### config.mk
export PLATFORM = sky130hd
export DESIGN_NAME = gio_top
export DESIGN_NICKNAME = d
export VERILOG_FILES = /design/src/common/gio_pkg.sv /design/src/design/gio_wake.sv /design/src/design/gio_top.sv
export SDC_FILE = /design/constraint.sdc
export NUM_CORES = 1
export LEC_CHECK = 0
export BUFFER_PORTS_ARGS = -buffer_cell sky130_fd_sc_hd__buf_4
export CORE_MARGIN = 2
export CORE_UTILIZATION = 50
export CTS_BUF_LIST = sky130_fd_sc_hd__clkbuf_2 sky130_fd_sc_hd__clkbuf_4 sky130_fd_sc_hd__clkbuf_8
export DETAILED_ROUTE_END_ITERATION = 8
export GPL_ROUTABILITY_DRIVEN = 0
export PLACE_DENSITY = 0.82
export SLEW_MARGIN = 30
export SYNTH_ARGS = -nofsm -noshare
export SYNTH_HDL_FRONTEND = slang
export SYNTH_HIERARCHICAL = 1
export SYNTH_SLANG_ARGS = --single-unit
export TNS_END_PERCENT = 20
### constraint.sdc
create_clock -name clk_sys -period 6.6 [get_ports clk_sys]
set_input_delay 0.66 -clock clk_sys [delete_from_list [all_inputs] [get_ports clk_sys]]
set_output_delay 0.66 -clock clk_sys [all_outputs]
set_load 0.01 [all_outputs]
### src/common/gio_pkg.sv
/*
  Shared constants and carrier types for the five-port GPIO block.
  Assumes a 32-bit APB slave interface on a single 250 MHz clock.
*/
package gio_pkg;

  // ==========================================================================
  // Port geometry
  // ==========================================================================
  localparam int unsigned NUM_PORTS  = 5;   // Ports A, B, C, D, G
  localparam int unsigned PORT_W     = 8;   // Register width per port
  localparam int unsigned PORT_G_W   = 1;   // Port G has one pin (33 lines total)
  localparam int unsigned PIDX_A     = 0;
  localparam int unsigned PIDX_B     = 1;
  localparam int unsigned PIDX_C     = 2;
  localparam int unsigned PIDX_D     = 3;
  localparam int unsigned PIDX_G     = 4;

  // Shared pin bit positions
  localparam int unsigned BZ_BIT     = 0;   // Buzzer on port B bit 0
  localparam int unsigned BZN_BIT    = 1;   // Inverted buzzer on port B bit 1
  localparam int unsigned EXTI_BIT   = 0;   // External interrupt on port G bit 0
  localparam int unsigned T0_BIT     = 0;   // Timer 0 input on port C bit 0
  localparam int unsigned T1_BIT     = 5;   // Timer 1 input on port C bit 5

  // ==========================================================================
  // Register map (byte addresses)
  // ==========================================================================
  localparam logic [7:0] OFS_DATA_A  = 8'h00;
  localparam logic [7:0] OFS_DATA_B  = 8'h04;
  localparam logic [7:0] OFS_DATA_C  = 8'h08;
  localparam logic [7:0] OFS_DATA_D  = 8'h0c;
  localparam logic [7:0] OFS_DATA_G  = 8'h10;
  localparam logic [7:0] OFS_DIR_A   = 8'h14;
  localparam logic [7:0] OFS_DIR_B   = 8'h18;
  localparam logic [7:0] OFS_DIR_C   = 8'h1c;
  localparam logic [7:0] OFS_DIR_D   = 8'h20;
  localparam logic [7:0] OFS_DIR_G   = 8'h24;
  localparam logic [7:0] OFS_WAKE_EN = 8'h28;  // Per-pin port A wake enable
  localparam logic [7:0] OFS_HALT    = 8'h2c;  // Write bit 0 = 1 to halt; read halted
  localparam logic [7:0] OFS_IRQ_ST  = 8'h30;  // Sticky events, write one to clear
  localparam logic [7:0] OFS_IRQ_MSK = 8'h34;  // Interrupt mask, 1 = enabled
  localparam logic [7:0] OFS_BITOP   = 8'h38;  // Bit set/clear request

  // Bit operation register fields
  localparam int unsigned BOP_BIT_LSB  = 0;  // Bit index [2:0]
  localparam int unsigned BOP_BIT_MSB  = 2;
  localparam int unsigned BOP_PORT_LSB = 4;  // Port index [6:4]
  localparam int unsigned BOP_PORT_MSB = 6;
  localparam int unsigned BOP_DIR_POS  = 7;  // 1 = direction register, 0 = data
  localparam int unsigned BOP_VAL_POS  = 8;  // New bit value

  // Interrupt status bits
  localparam int unsigned IRQ_W      = 2;
  localparam int unsigned IRQ_WAKE   = 0;   // A wake-up edge was seen
  localparam int unsigned IRQ_EXTI   = 1;   // External interrupt falling edge

  // ==========================================================================
  // Reset values
  // ==========================================================================
  localparam logic [7:0] RST_PORT    = 8'hff;  // Data and direction: all inputs
  localparam logic [7:0] RST_ZERO8   = 8'h00;
  localparam logic [31:0] RD_ZERO    = 32'h0000_0000;

  // Timer pin modes as seen from the timer control
  typedef enum logic [1:0] {
    GIO_TM_OFF   = 2'b00,
    GIO_TM_TIMER = 2'b01,
    GIO_TM_EVENT = 2'b10,
    GIO_TM_PWM   = 2'b11
  } gio_tmode_e;

  // Fixed configuration options
  typedef struct packed {
    logic [NUM_PORTS-1:0] pull_en;   // Per-port pull-high option
    logic                 buzzer_en; // Buzzer function option
  } gio_cfg_s;

  // Pin bundle for one 8-bit port
  typedef struct packed {
    logic [PORT_W-1:0] o;    // Output value
    logic [PORT_W-1:0] oe;   // Output enable, high while driving
    logic [PORT_W-1:0] pu;   // Weak pull-high enable
  } gio_pin_s;

endpackage

### src/design/gio_wake.sv
/*
  Port A wake-up edge detector.
  Assumes pin levels synchronous to clk_sys; halt tracking is done by the caller.
*/
`timescale 1ns/1ps
`default_nettype none

module gio_wake (
  input  wire logic                     clk_sys,
  input  wire logic                     rst,
  input  wire logic [gio_pkg::PORT_W-1:0] pin_level,
  input  wire logic [gio_pkg::PORT_W-1:0] wake_en,
  output logic                          wake_evt
);

  // ==========================================================================
  // Previous sample per pin
  // ==========================================================================
  logic [gio_pkg::PORT_W-1:0] prev_r;    // Last sampled level
  logic [gio_pkg::PORT_W-1:0] prev_nxt;
  logic [gio_pkg::PORT_W-1:0] fall;      // Per-pin 1 then 0

  // Next sample and per-pin falling edge
  always_comb begin
    prev_nxt = pin_level;
    fall     = prev_r & ~pin_level & wake_en;
  end

  // Sample register, idle high so reset does not fake an edge
  always_ff @(posedge clk_sys or posedge rst) begin
    if (rst) begin
      prev_r <= gio_pkg::RST_PORT;
    end else begin
      prev_r <= prev_nxt;
    end
  end

  // Any enabled pin ends the halt
  assign wake_evt = |fall;

endmodule

`default_nettype wire

### src/design/gio_top.sv
/*
  Five-port bidirectional GPIO block with port A wake-up and shared pins.
  Assumes an APB master on clk_sys, pins synchronous to clk_sys, and
  timer and interrupt controllers outside that report their modes here.
*/
// Summary of operation
// - Thirty-three lines in five register-mapped ports.
// - Inputs read live, not latched.
// - Output latch holds until rewritten.
// - Pull-high per whole port, inputs only.
// - Direction bit governs same-position pin.
// - Direction one: driver off, read pin.
// - Direction zero: drive output latch.
// - Output pin reads back latch value.
// - Halt ends on enabled port A fall.
// - Wake enable per port A pin.
// - Buzzer on port B 0/1 when outputs.
// - Port G bit 0 feeds external interrupt.
// - Timer pin input in event/PWM, input dir.
// - Timer pin plain I/O when off/timer.
// - Reset sets data and direction to ones.
// - Bit set/clear is read-modify-write.
`timescale 1ns/1ps
`default_nettype none

module gio_top (
  input  wire logic                 clk_sys,
  input  wire logic                 rst,
  // APB slave
  input  wire logic                 psel,
  input  wire logic                 penable,
  input  wire logic                 pwrite,
  input  wire logic [7:0]           paddr,
  input  wire logic [31:0]          pwdata,
  output logic [31:0]               prdata,
  output logic                      pready,
  output logic                      pslverr,
  // Fixed configuration options
  input  wire gio_pkg::gio_cfg_s    cfg,
  // Pins, one bundle per port (port G uses bit 0 only)
  input  wire logic [gio_pkg::NUM_PORTS*gio_pkg::PORT_W-1:0] pin_in,
  output gio_pkg::gio_pin_s [gio_pkg::NUM_PORTS-1:0] pins,
  // Shared functions
  input  wire logic                 buzzer_out,
  input  wire logic                 exti_en,
  input  wire gio_pkg::gio_tmode_e  tmode0,
  input  wire gio_pkg::gio_tmode_e  tmode1,
  output logic                      exti_n,
  output logic                      timer0_ext_input,
  output logic                      timer1_ext_input,
  // Core status
  output logic                      halted,
  output logic                      irq
);

  localparam int unsigned W = gio_pkg::PORT_W;
  localparam int unsigned N = gio_pkg::NUM_PORTS;

  // ==========================================================================
  // State
  // ==========================================================================
  logic [N-1:0][W-1:0] data_r, data_nxt;    // Output latches
  logic [N-1:0][W-1:0] dir_r,  dir_nxt;     // Direction, 1 = input
  logic [W-1:0]        wake_en_r, wake_en_nxt; // Port A wake enable
  logic                halt_r, halt_nxt;    // Core halted
  logic [gio_pkg::IRQ_W-1:0] st_r, st_nxt;  // Sticky events
  logic [gio_pkg::IRQ_W-1:0] msk_r, msk_nxt; // Interrupt mask
  logic                exti_prev_r, exti_prev_nxt; // Last ext interrupt level
  logic [31:0]         prdata_r, prdata_nxt; // Registered read data

  logic [N-1:0][W-1:0] port_rd;     // Read view per port
  logic [N-1:0][W-1:0] pin_v;       // Pin levels per port
  logic [N-1:0][W-1:0] valid_m;     // Existing pins per port
  logic                wake_evt;    // Port A wake edge
  logic                exti_fall;   // External interrupt edge
  logic                wr_acc;      // APB write access cycle
  logic                rd_acc;      // APB read setup cycle
  logic                hit;         // Address is mapped

  // ==========================================================================
  // Pin view, read mux and drivers, one port per loop pass
  // ==========================================================================
  genvar gp;
  generate
    for (gp = 0; gp < N; gp++) begin : g_port
      // Port G has a single pin; its other bits do not exist
      assign valid_m[gp] = (gp == gio_pkg::PIDX_G) ? W'((1 << gio_pkg::PORT_G_W) - 1)
                                                   : {W{1'b1}};
      assign pin_v[gp]   = pin_in[gp*W +: W] & valid_m[gp];
      // Input bits read the pin, output bits read the latch
      assign port_rd[gp] = ((dir_r[gp] & pin_v[gp]) | (~dir_r[gp] & data_r[gp]))
                           & valid_m[gp];

      // Driver and pull-high control
      always_comb begin
        pins[gp].oe = ~dir_r[gp] & valid_m[gp];
        pins[gp].o  = data_r[gp] & valid_m[gp];
        pins[gp].pu = {W{cfg.pull_en[gp]}} & dir_r[gp] & valid_m[gp];
        if (gp == gio_pkg::PIDX_B && cfg.buzzer_en) begin
          // Buzzer replaces the latch on bits 0 and 1 in either direction; only oe limits it to output pins
          pins[gp].o[gio_pkg::BZ_BIT]  = buzzer_out;
          pins[gp].o[gio_pkg::BZN_BIT] = ~buzzer_out;
        end
      end
    end
  endgenerate

  // ==========================================================================
  // Shared inputs
  // ==========================================================================
  // External interrupt follows port G bit 0 only while enabled
  assign exti_n = exti_en ? pin_v[gio_pkg::PIDX_G][gio_pkg::EXTI_BIT] : 1'b1;

  // Timer inputs pass only in event or pulse-width mode with input direction
  assign timer0_ext_input = ((tmode0 == gio_pkg::GIO_TM_EVENT) || (tmode0 == gio_pkg::GIO_TM_PWM))
                            && dir_r[gio_pkg::PIDX_C][gio_pkg::T0_BIT]
                            && pin_v[gio_pkg::PIDX_C][gio_pkg::T0_BIT];
  assign timer1_ext_input = ((tmode1 == gio_pkg::GIO_TM_EVENT) || (tmode1 == gio_pkg::GIO_TM_PWM))
                            && dir_r[gio_pkg::PIDX_C][gio_pkg::T1_BIT]
                            && pin_v[gio_pkg::PIDX_C][gio_pkg::T1_BIT];

  assign exti_fall = exti_prev_r & ~exti_n;

  // ==========================================================================
  // Wake-up detector
  // ==========================================================================
  gio_wake u_wake (
    .clk_sys   (clk_sys),
    .rst       (rst),
    .pin_level (pin_v[gio_pkg::PIDX_A]),
    .wake_en   (wake_en_r),
    .wake_evt  (wake_evt)
  );

  // ==========================================================================
  // APB decode
  // ==========================================================================
  assign wr_acc  = psel & penable & pwrite;
  assign rd_acc  = psel & ~penable & ~pwrite;   // Read data captured at setup
  assign pready  = 1'b1;
  assign pslverr = psel & penable & ~hit;
  assign prdata  = prdata_r;

  // Address hit check
  always_comb begin
    unique case (paddr)
      gio_pkg::OFS_DATA_A, gio_pkg::OFS_DATA_B, gio_pkg::OFS_DATA_C,
      gio_pkg::OFS_DATA_D, gio_pkg::OFS_DATA_G, gio_pkg::OFS_DIR_A,
      gio_pkg::OFS_DIR_B,  gio_pkg::OFS_DIR_C,  gio_pkg::OFS_DIR_D,
      gio_pkg::OFS_DIR_G,  gio_pkg::OFS_WAKE_EN, gio_pkg::OFS_HALT,
      gio_pkg::OFS_IRQ_ST, gio_pkg::OFS_IRQ_MSK, gio_pkg::OFS_BITOP: begin
        hit = 1'b1;
      end
      default: begin
        hit = 1'b0;
      end
    endcase
  end

  // ==========================================================================
  // Register next-state logic
  // ==========================================================================
  always_comb begin
    logic [2:0] bop_port;
    logic [2:0] bop_bit;
    logic [W-1:0] rmw;
    bop_port      = pwdata[gio_pkg::BOP_PORT_MSB:gio_pkg::BOP_PORT_LSB];
    bop_bit       = pwdata[gio_pkg::BOP_BIT_MSB:gio_pkg::BOP_BIT_LSB];
    rmw           = gio_pkg::RST_ZERO8;
    data_nxt      = data_r;      // Latches hold until written
    dir_nxt       = dir_r;
    wake_en_nxt   = wake_en_r;
    halt_nxt      = halt_r;
    msk_nxt       = msk_r;
    st_nxt        = st_r;
    exti_prev_nxt = exti_n;
    prdata_nxt    = prdata_r;

    // Port A fall while halted resumes the core
    if (halt_r && wake_evt) begin
      halt_nxt = 1'b0;
    end

    if (wr_acc) begin
      unique case (paddr)
        gio_pkg::OFS_DATA_A:  data_nxt[gio_pkg::PIDX_A] = pwdata[W-1:0];
        gio_pkg::OFS_DATA_B:  data_nxt[gio_pkg::PIDX_B] = pwdata[W-1:0];
        gio_pkg::OFS_DATA_C:  data_nxt[gio_pkg::PIDX_C] = pwdata[W-1:0];
        gio_pkg::OFS_DATA_D:  data_nxt[gio_pkg::PIDX_D] = pwdata[W-1:0];
        gio_pkg::OFS_DATA_G:  data_nxt[gio_pkg::PIDX_G] = pwdata[W-1:0] | ~valid_m[gio_pkg::PIDX_G];
        gio_pkg::OFS_DIR_A:   dir_nxt[gio_pkg::PIDX_A]  = pwdata[W-1:0];
        gio_pkg::OFS_DIR_B:   dir_nxt[gio_pkg::PIDX_B]  = pwdata[W-1:0];
        gio_pkg::OFS_DIR_C:   dir_nxt[gio_pkg::PIDX_C]  = pwdata[W-1:0];
        gio_pkg::OFS_DIR_D:   dir_nxt[gio_pkg::PIDX_D]  = pwdata[W-1:0];
        gio_pkg::OFS_DIR_G:   dir_nxt[gio_pkg::PIDX_G]  = pwdata[W-1:0] | ~valid_m[gio_pkg::PIDX_G];
        gio_pkg::OFS_WAKE_EN: wake_en_nxt = pwdata[W-1:0];
        gio_pkg::OFS_HALT: begin
          if (pwdata[0]) begin
            halt_nxt = 1'b1;
          end
        end
        gio_pkg::OFS_IRQ_ST:  st_nxt  = st_r & ~pwdata[gio_pkg::IRQ_W-1:0];
        gio_pkg::OFS_IRQ_MSK: msk_nxt = pwdata[gio_pkg::IRQ_W-1:0];
        gio_pkg::OFS_BITOP: begin
          if (bop_port < 3'(N)) begin
            // Whole-port read, one bit changed, whole port written back
            rmw = pwdata[gio_pkg::BOP_DIR_POS] ? dir_r[bop_port] : port_rd[bop_port];
            rmw[bop_bit] = pwdata[gio_pkg::BOP_VAL_POS];
            if (pwdata[gio_pkg::BOP_DIR_POS]) begin
              dir_nxt[bop_port]  = rmw | ~valid_m[bop_port];
            end else begin
              data_nxt[bop_port] = rmw | ~valid_m[bop_port];
            end
          end
        end
        default: begin
        end
      endcase
    end

    // Hardware set wins over a same-cycle clear
    if (wake_evt) begin
      st_nxt[gio_pkg::IRQ_WAKE] = 1'b1;
    end
    if (exti_fall) begin
      st_nxt[gio_pkg::IRQ_EXTI] = 1'b1;
    end

    // Read data captured in setup phase
    if (rd_acc) begin
      prdata_nxt = gio_pkg::RD_ZERO;
      unique case (paddr)
        gio_pkg::OFS_DATA_A:  prdata_nxt[W-1:0] = port_rd[gio_pkg::PIDX_A];
        gio_pkg::OFS_DATA_B:  prdata_nxt[W-1:0] = port_rd[gio_pkg::PIDX_B];
        gio_pkg::OFS_DATA_C:  prdata_nxt[W-1:0] = port_rd[gio_pkg::PIDX_C];
        gio_pkg::OFS_DATA_D:  prdata_nxt[W-1:0] = port_rd[gio_pkg::PIDX_D];
        gio_pkg::OFS_DATA_G:  prdata_nxt[W-1:0] = port_rd[gio_pkg::PIDX_G];
        gio_pkg::OFS_DIR_A:   prdata_nxt[W-1:0] = dir_r[gio_pkg::PIDX_A];
        gio_pkg::OFS_DIR_B:   prdata_nxt[W-1:0] = dir_r[gio_pkg::PIDX_B];
        gio_pkg::OFS_DIR_C:   prdata_nxt[W-1:0] = dir_r[gio_pkg::PIDX_C];
        gio_pkg::OFS_DIR_D:   prdata_nxt[W-1:0] = dir_r[gio_pkg::PIDX_D];
        gio_pkg::OFS_DIR_G:   prdata_nxt[W-1:0] = dir_r[gio_pkg::PIDX_G] & valid_m[gio_pkg::PIDX_G];
        gio_pkg::OFS_WAKE_EN: prdata_nxt[W-1:0] = wake_en_r;
        gio_pkg::OFS_HALT:    prdata_nxt[0]     = halt_r;
        gio_pkg::OFS_IRQ_ST:  prdata_nxt[gio_pkg::IRQ_W-1:0] = st_r;
        gio_pkg::OFS_IRQ_MSK: prdata_nxt[gio_pkg::IRQ_W-1:0] = msk_r;
        default: begin
        end
      endcase
    end
  end

  // ==========================================================================
  // Registers
  // ==========================================================================
  always_ff @(posedge clk_sys or posedge rst) begin
    if (rst) begin
      data_r      <= {N{gio_pkg::RST_PORT}};
      dir_r       <= {N{gio_pkg::RST_PORT}};
      wake_en_r   <= gio_pkg::RST_ZERO8;
      halt_r      <= 1'b0;
      st_r        <= '0;
      msk_r       <= '0;
      exti_prev_r <= 1'b1;
      prdata_r    <= gio_pkg::RD_ZERO;
    end else begin
      data_r      <= data_nxt;
      dir_r       <= dir_nxt;
      wake_en_r   <= wake_en_nxt;
      halt_r      <= halt_nxt;
      st_r        <= st_nxt;
      msk_r       <= msk_nxt;
      exti_prev_r <= exti_prev_nxt;
      prdata_r    <= prdata_nxt;
    end
  end

  // ==========================================================================
  // Outputs
  // ==========================================================================
  assign halted = halt_r;
  assign irq    = |(st_r & msk_r);

endmodule

`default_nettype wire

==> results_dict.tcl <==
set metrics [dict create \
    status "complete, no violations" \
    synth_area_leaders "dfstp_2 (29%), buf_4 (7.8%), dfrtp_1 (7.1%), mux2_2 (5.8%), nand2_1 (5.7%)" \
    rows 44 \
    crit_type "input pin to flop" \
    cp.required_ns 6.89 \
    synth_async_sr_flop_share_pct 100 \
    whs_ns 0.135 \
    r2r-end "dir_r[22]" \
    yosys.area_share.simple_pct 20.2 \
    overflow 0 \
    finClkSkew_ns 0.0117 \
    period_minus_slack_ns 3.11 \
    via_per_inst 6.26 \
    tns_ns 0 \
    peakVddDrop_uv 85.1 \
    cts.path.max_buffers 2 \
    yosysWarnings 6 \
    cpMostUsedCell "o21ai_0" \
    worstPathCellList "buf_4, or4b_4, o21ai_0, nand2_1, a41oi_2, o21ai_0" \
    synth_edf_count 0 \
    synth_largest_area_cell "dfstp_2" \
    ys_seq_area_share_pct 36.1 \
    synth_compound_area_share_pct 19.8 \
    slowest_delay_ns 0.84 \
    drc 0 \
    rsz0062_at_grt "no" \
    syn_area_sq_um 7420 \
    slew_viol_final 0 \
    crit_fanout 27 \
    area_growth_pct 17.1 \
    die_w_microns 126 \
    tightest_slew_ns 1.01 \
    hold_path_class "input pin to asynchronous set/reset pin" \
    clk-insertion-delay-late_ns 0.40 \
    cp_num_buf_inv 1 \
    setup_violations 0 \
    antenna_found_initial 0 \
    synth-xor-area-share_pct 0 \
    hpwl_microns 18600 \
    power.leakage_uw 0.00352 \
    io_pins 256 \
    htree_levels 3 \
    vias 7170 \
    hold_viol 0 \
    start_kind "input pin" \
    cts_inserted_buffers 9 \
    synthMuxAreaShare_pct 11.2 \
    nNetsFinal 1053 \
    synth_adder_area_share_pct 0 \
    yosysTopAreaCellShare_pct 29.0 \
    crit_path_end "pins[47]" \
    finalCritPeriodShare_pct 47.1 \
    path_delay_family "compound AO/OA/AOI/OAI gates" \
    cts_hold_buffers 0 \
    antenna_left 0 \
    clockRootBuffer "clkbuf_8" \
    die_y_microns 126 \
    crit_arrival_ns 3.40 \
    cts_tree "done" \
    cp_slowest_cell "o21ai_0" \
    port_buffers 177 \
    drtPass1Iterations 7 \
    r2r-start "dir_r[6]" \
    rrSetupSlack_ns 4.03 \
    endpoint_kind "flop" \
    postSynthCellCount 833 \
    synth_top_family_by_area "simple AND/OR/NAND/NOR gates" \
    clkSinkCount 103 \
    max-slew-margin-rel_pct 31.8 \
    synth_cell_types 68 \
    design.die.area_sq_um 15800 \
    syn_area_per_cell_sq_um 8.91 \
    start_util_pct 51.1 \
    grt_pass1_vias 6541 \
    ys_seq_elements 103 \
    core_area_sq_um 14500 \
    placed_cells 1129 \
    clk_pin_slew_ns 0.10 \
    wl_per_cell_microns 21.8 \
    stdcell_count 1145 \
    post_cts_buffers 0 \
    drive_above_1_share_pct 37.4 \
    fmax_ghz 0.322 \
    crit_cells 6 \
    grt_pass1_wl_microns 37600 \
    synth_ff_type "dfstp_2" \
    cap_violations 0 \
    cp-startpoint "paddr[3]" \
    ff2ff_path_depth 5 \
    wl_microns 24900 \
    drt_iter0_markers 1165 \
    gr-usage-all-layers_pct 30.5 \
    post_cts_resized 0 \
    grt_max_degree 91 \
    powerDensity_nw_per_um2 150 \
    n_antenna_cell 0 \
]
-- cell type report --
class	count	area, sq um
multi-input combinational	608	4010
tap	184	230
sequential	103	2680
fill	1290	5840
clock buffer	10	131
inverter	45	170
timing repair buffer	189	1420
clock inverter	6	50.0
-- where the power goes --
part           internal (uW)  switching [uW]
Combinational           88.7             146
Sequential               658            18.0
Clock                    148             246
Total                    895             410
-- synthesized netlist by cell type (7+ instances only) --
master    count
dfstp_2      82
and2_1       51
a31oi_1      12
nor3_1        8
buf_2         8
a22oi_1      18
dfrtp_1      21
nand2_1     113
a21oi_1      19
or2_2         8
mux2_2       38
nor2b_1       9
o21ai_0      33
nor3b_1       7
o31ai_1      54
nor2_1       22
inv_1        45
buf_4        77
nand3_1      16
clkbuf_1     30
mux2i_1      31
nand2b_1     13
-- through the flow --
stage               util [%]  instance area, sq um  power [uW]  setup WS, ns
floorplan                  -                  7580         828          3.59
global placement        58.3                  8480         908          3.12
detailed placement      58.4                  8490         912          2.95
CTS                     59.7                  8670        1290          3.35
global route            59.8                  8690        1340          3.52
finish                  59.8                  8690        1300          3.49
-- flip-flops by register name, indices dropped and copies added (netlist names) --
name and flops:
dir_r 40, pins 31, prdata 8, u_wake/prev_r 8
wake_en_r 8, data_r 2, msk_r 2, st_r 2
exti_prev_r 1, halted 1
-- metal layers --
layer  vias up  track usage (%)  part of all wire [%]
met2       583             44.4                    43
met1      3387             42.8                    39
met3        90             7.43                    14
li1       3110                -                     -
met5         -                0                     0
met4         0             14.5                   4.4
-- layout by cell type, fill, tap and decap left out, types with 9 or more instances in the layout --
cell	netlist	routed
a22oi_1	18	18
inv_1	45	44
conb_1	2	46
dfstp_2	82	82
nand2b_1	13	13
buf_4	77	188
nand3_1	16	16
dfrtp_1	21	21
nand2_1	113	113
clkbuf_8	0	9
mux2_2	38	38
a21oi_1	19	19
mux2i_1	31	31
nor2b_1	9	9
a31oi_1	12	12
o21ai_0	33	33
o31ai_1	54	54
and2_1	51	51
nor2_1	22	22
-- how the worst min path moves through the flow --
stage	start	endpoint	slack [ns]	depth (start not counted)
after floorplan	pins[70]	pins[70]	0.46	2
after global placement	exti_prev_r	st_r[1]	0.47	2
after detailed placement	pins[69]	pins[69]	0.47	2
after CTS	rst	halted	0.14	2
after global routing	rst	halted	0.15	2
final	rst	halted	0.13	2
-- kinds of logic (layout without fill, tap and decap cells) --
group | count (synthesis) | after routing
buffers and inverters | 166 | 250
AOI/OAI and AO/OA | 206 | 206
and+or+nand+nor | 283 | 283
other | 2 | 46
muxes | 73 | 73
DFF | 103 | 103
Note: power is estimated with default switching activity, not from simulation.
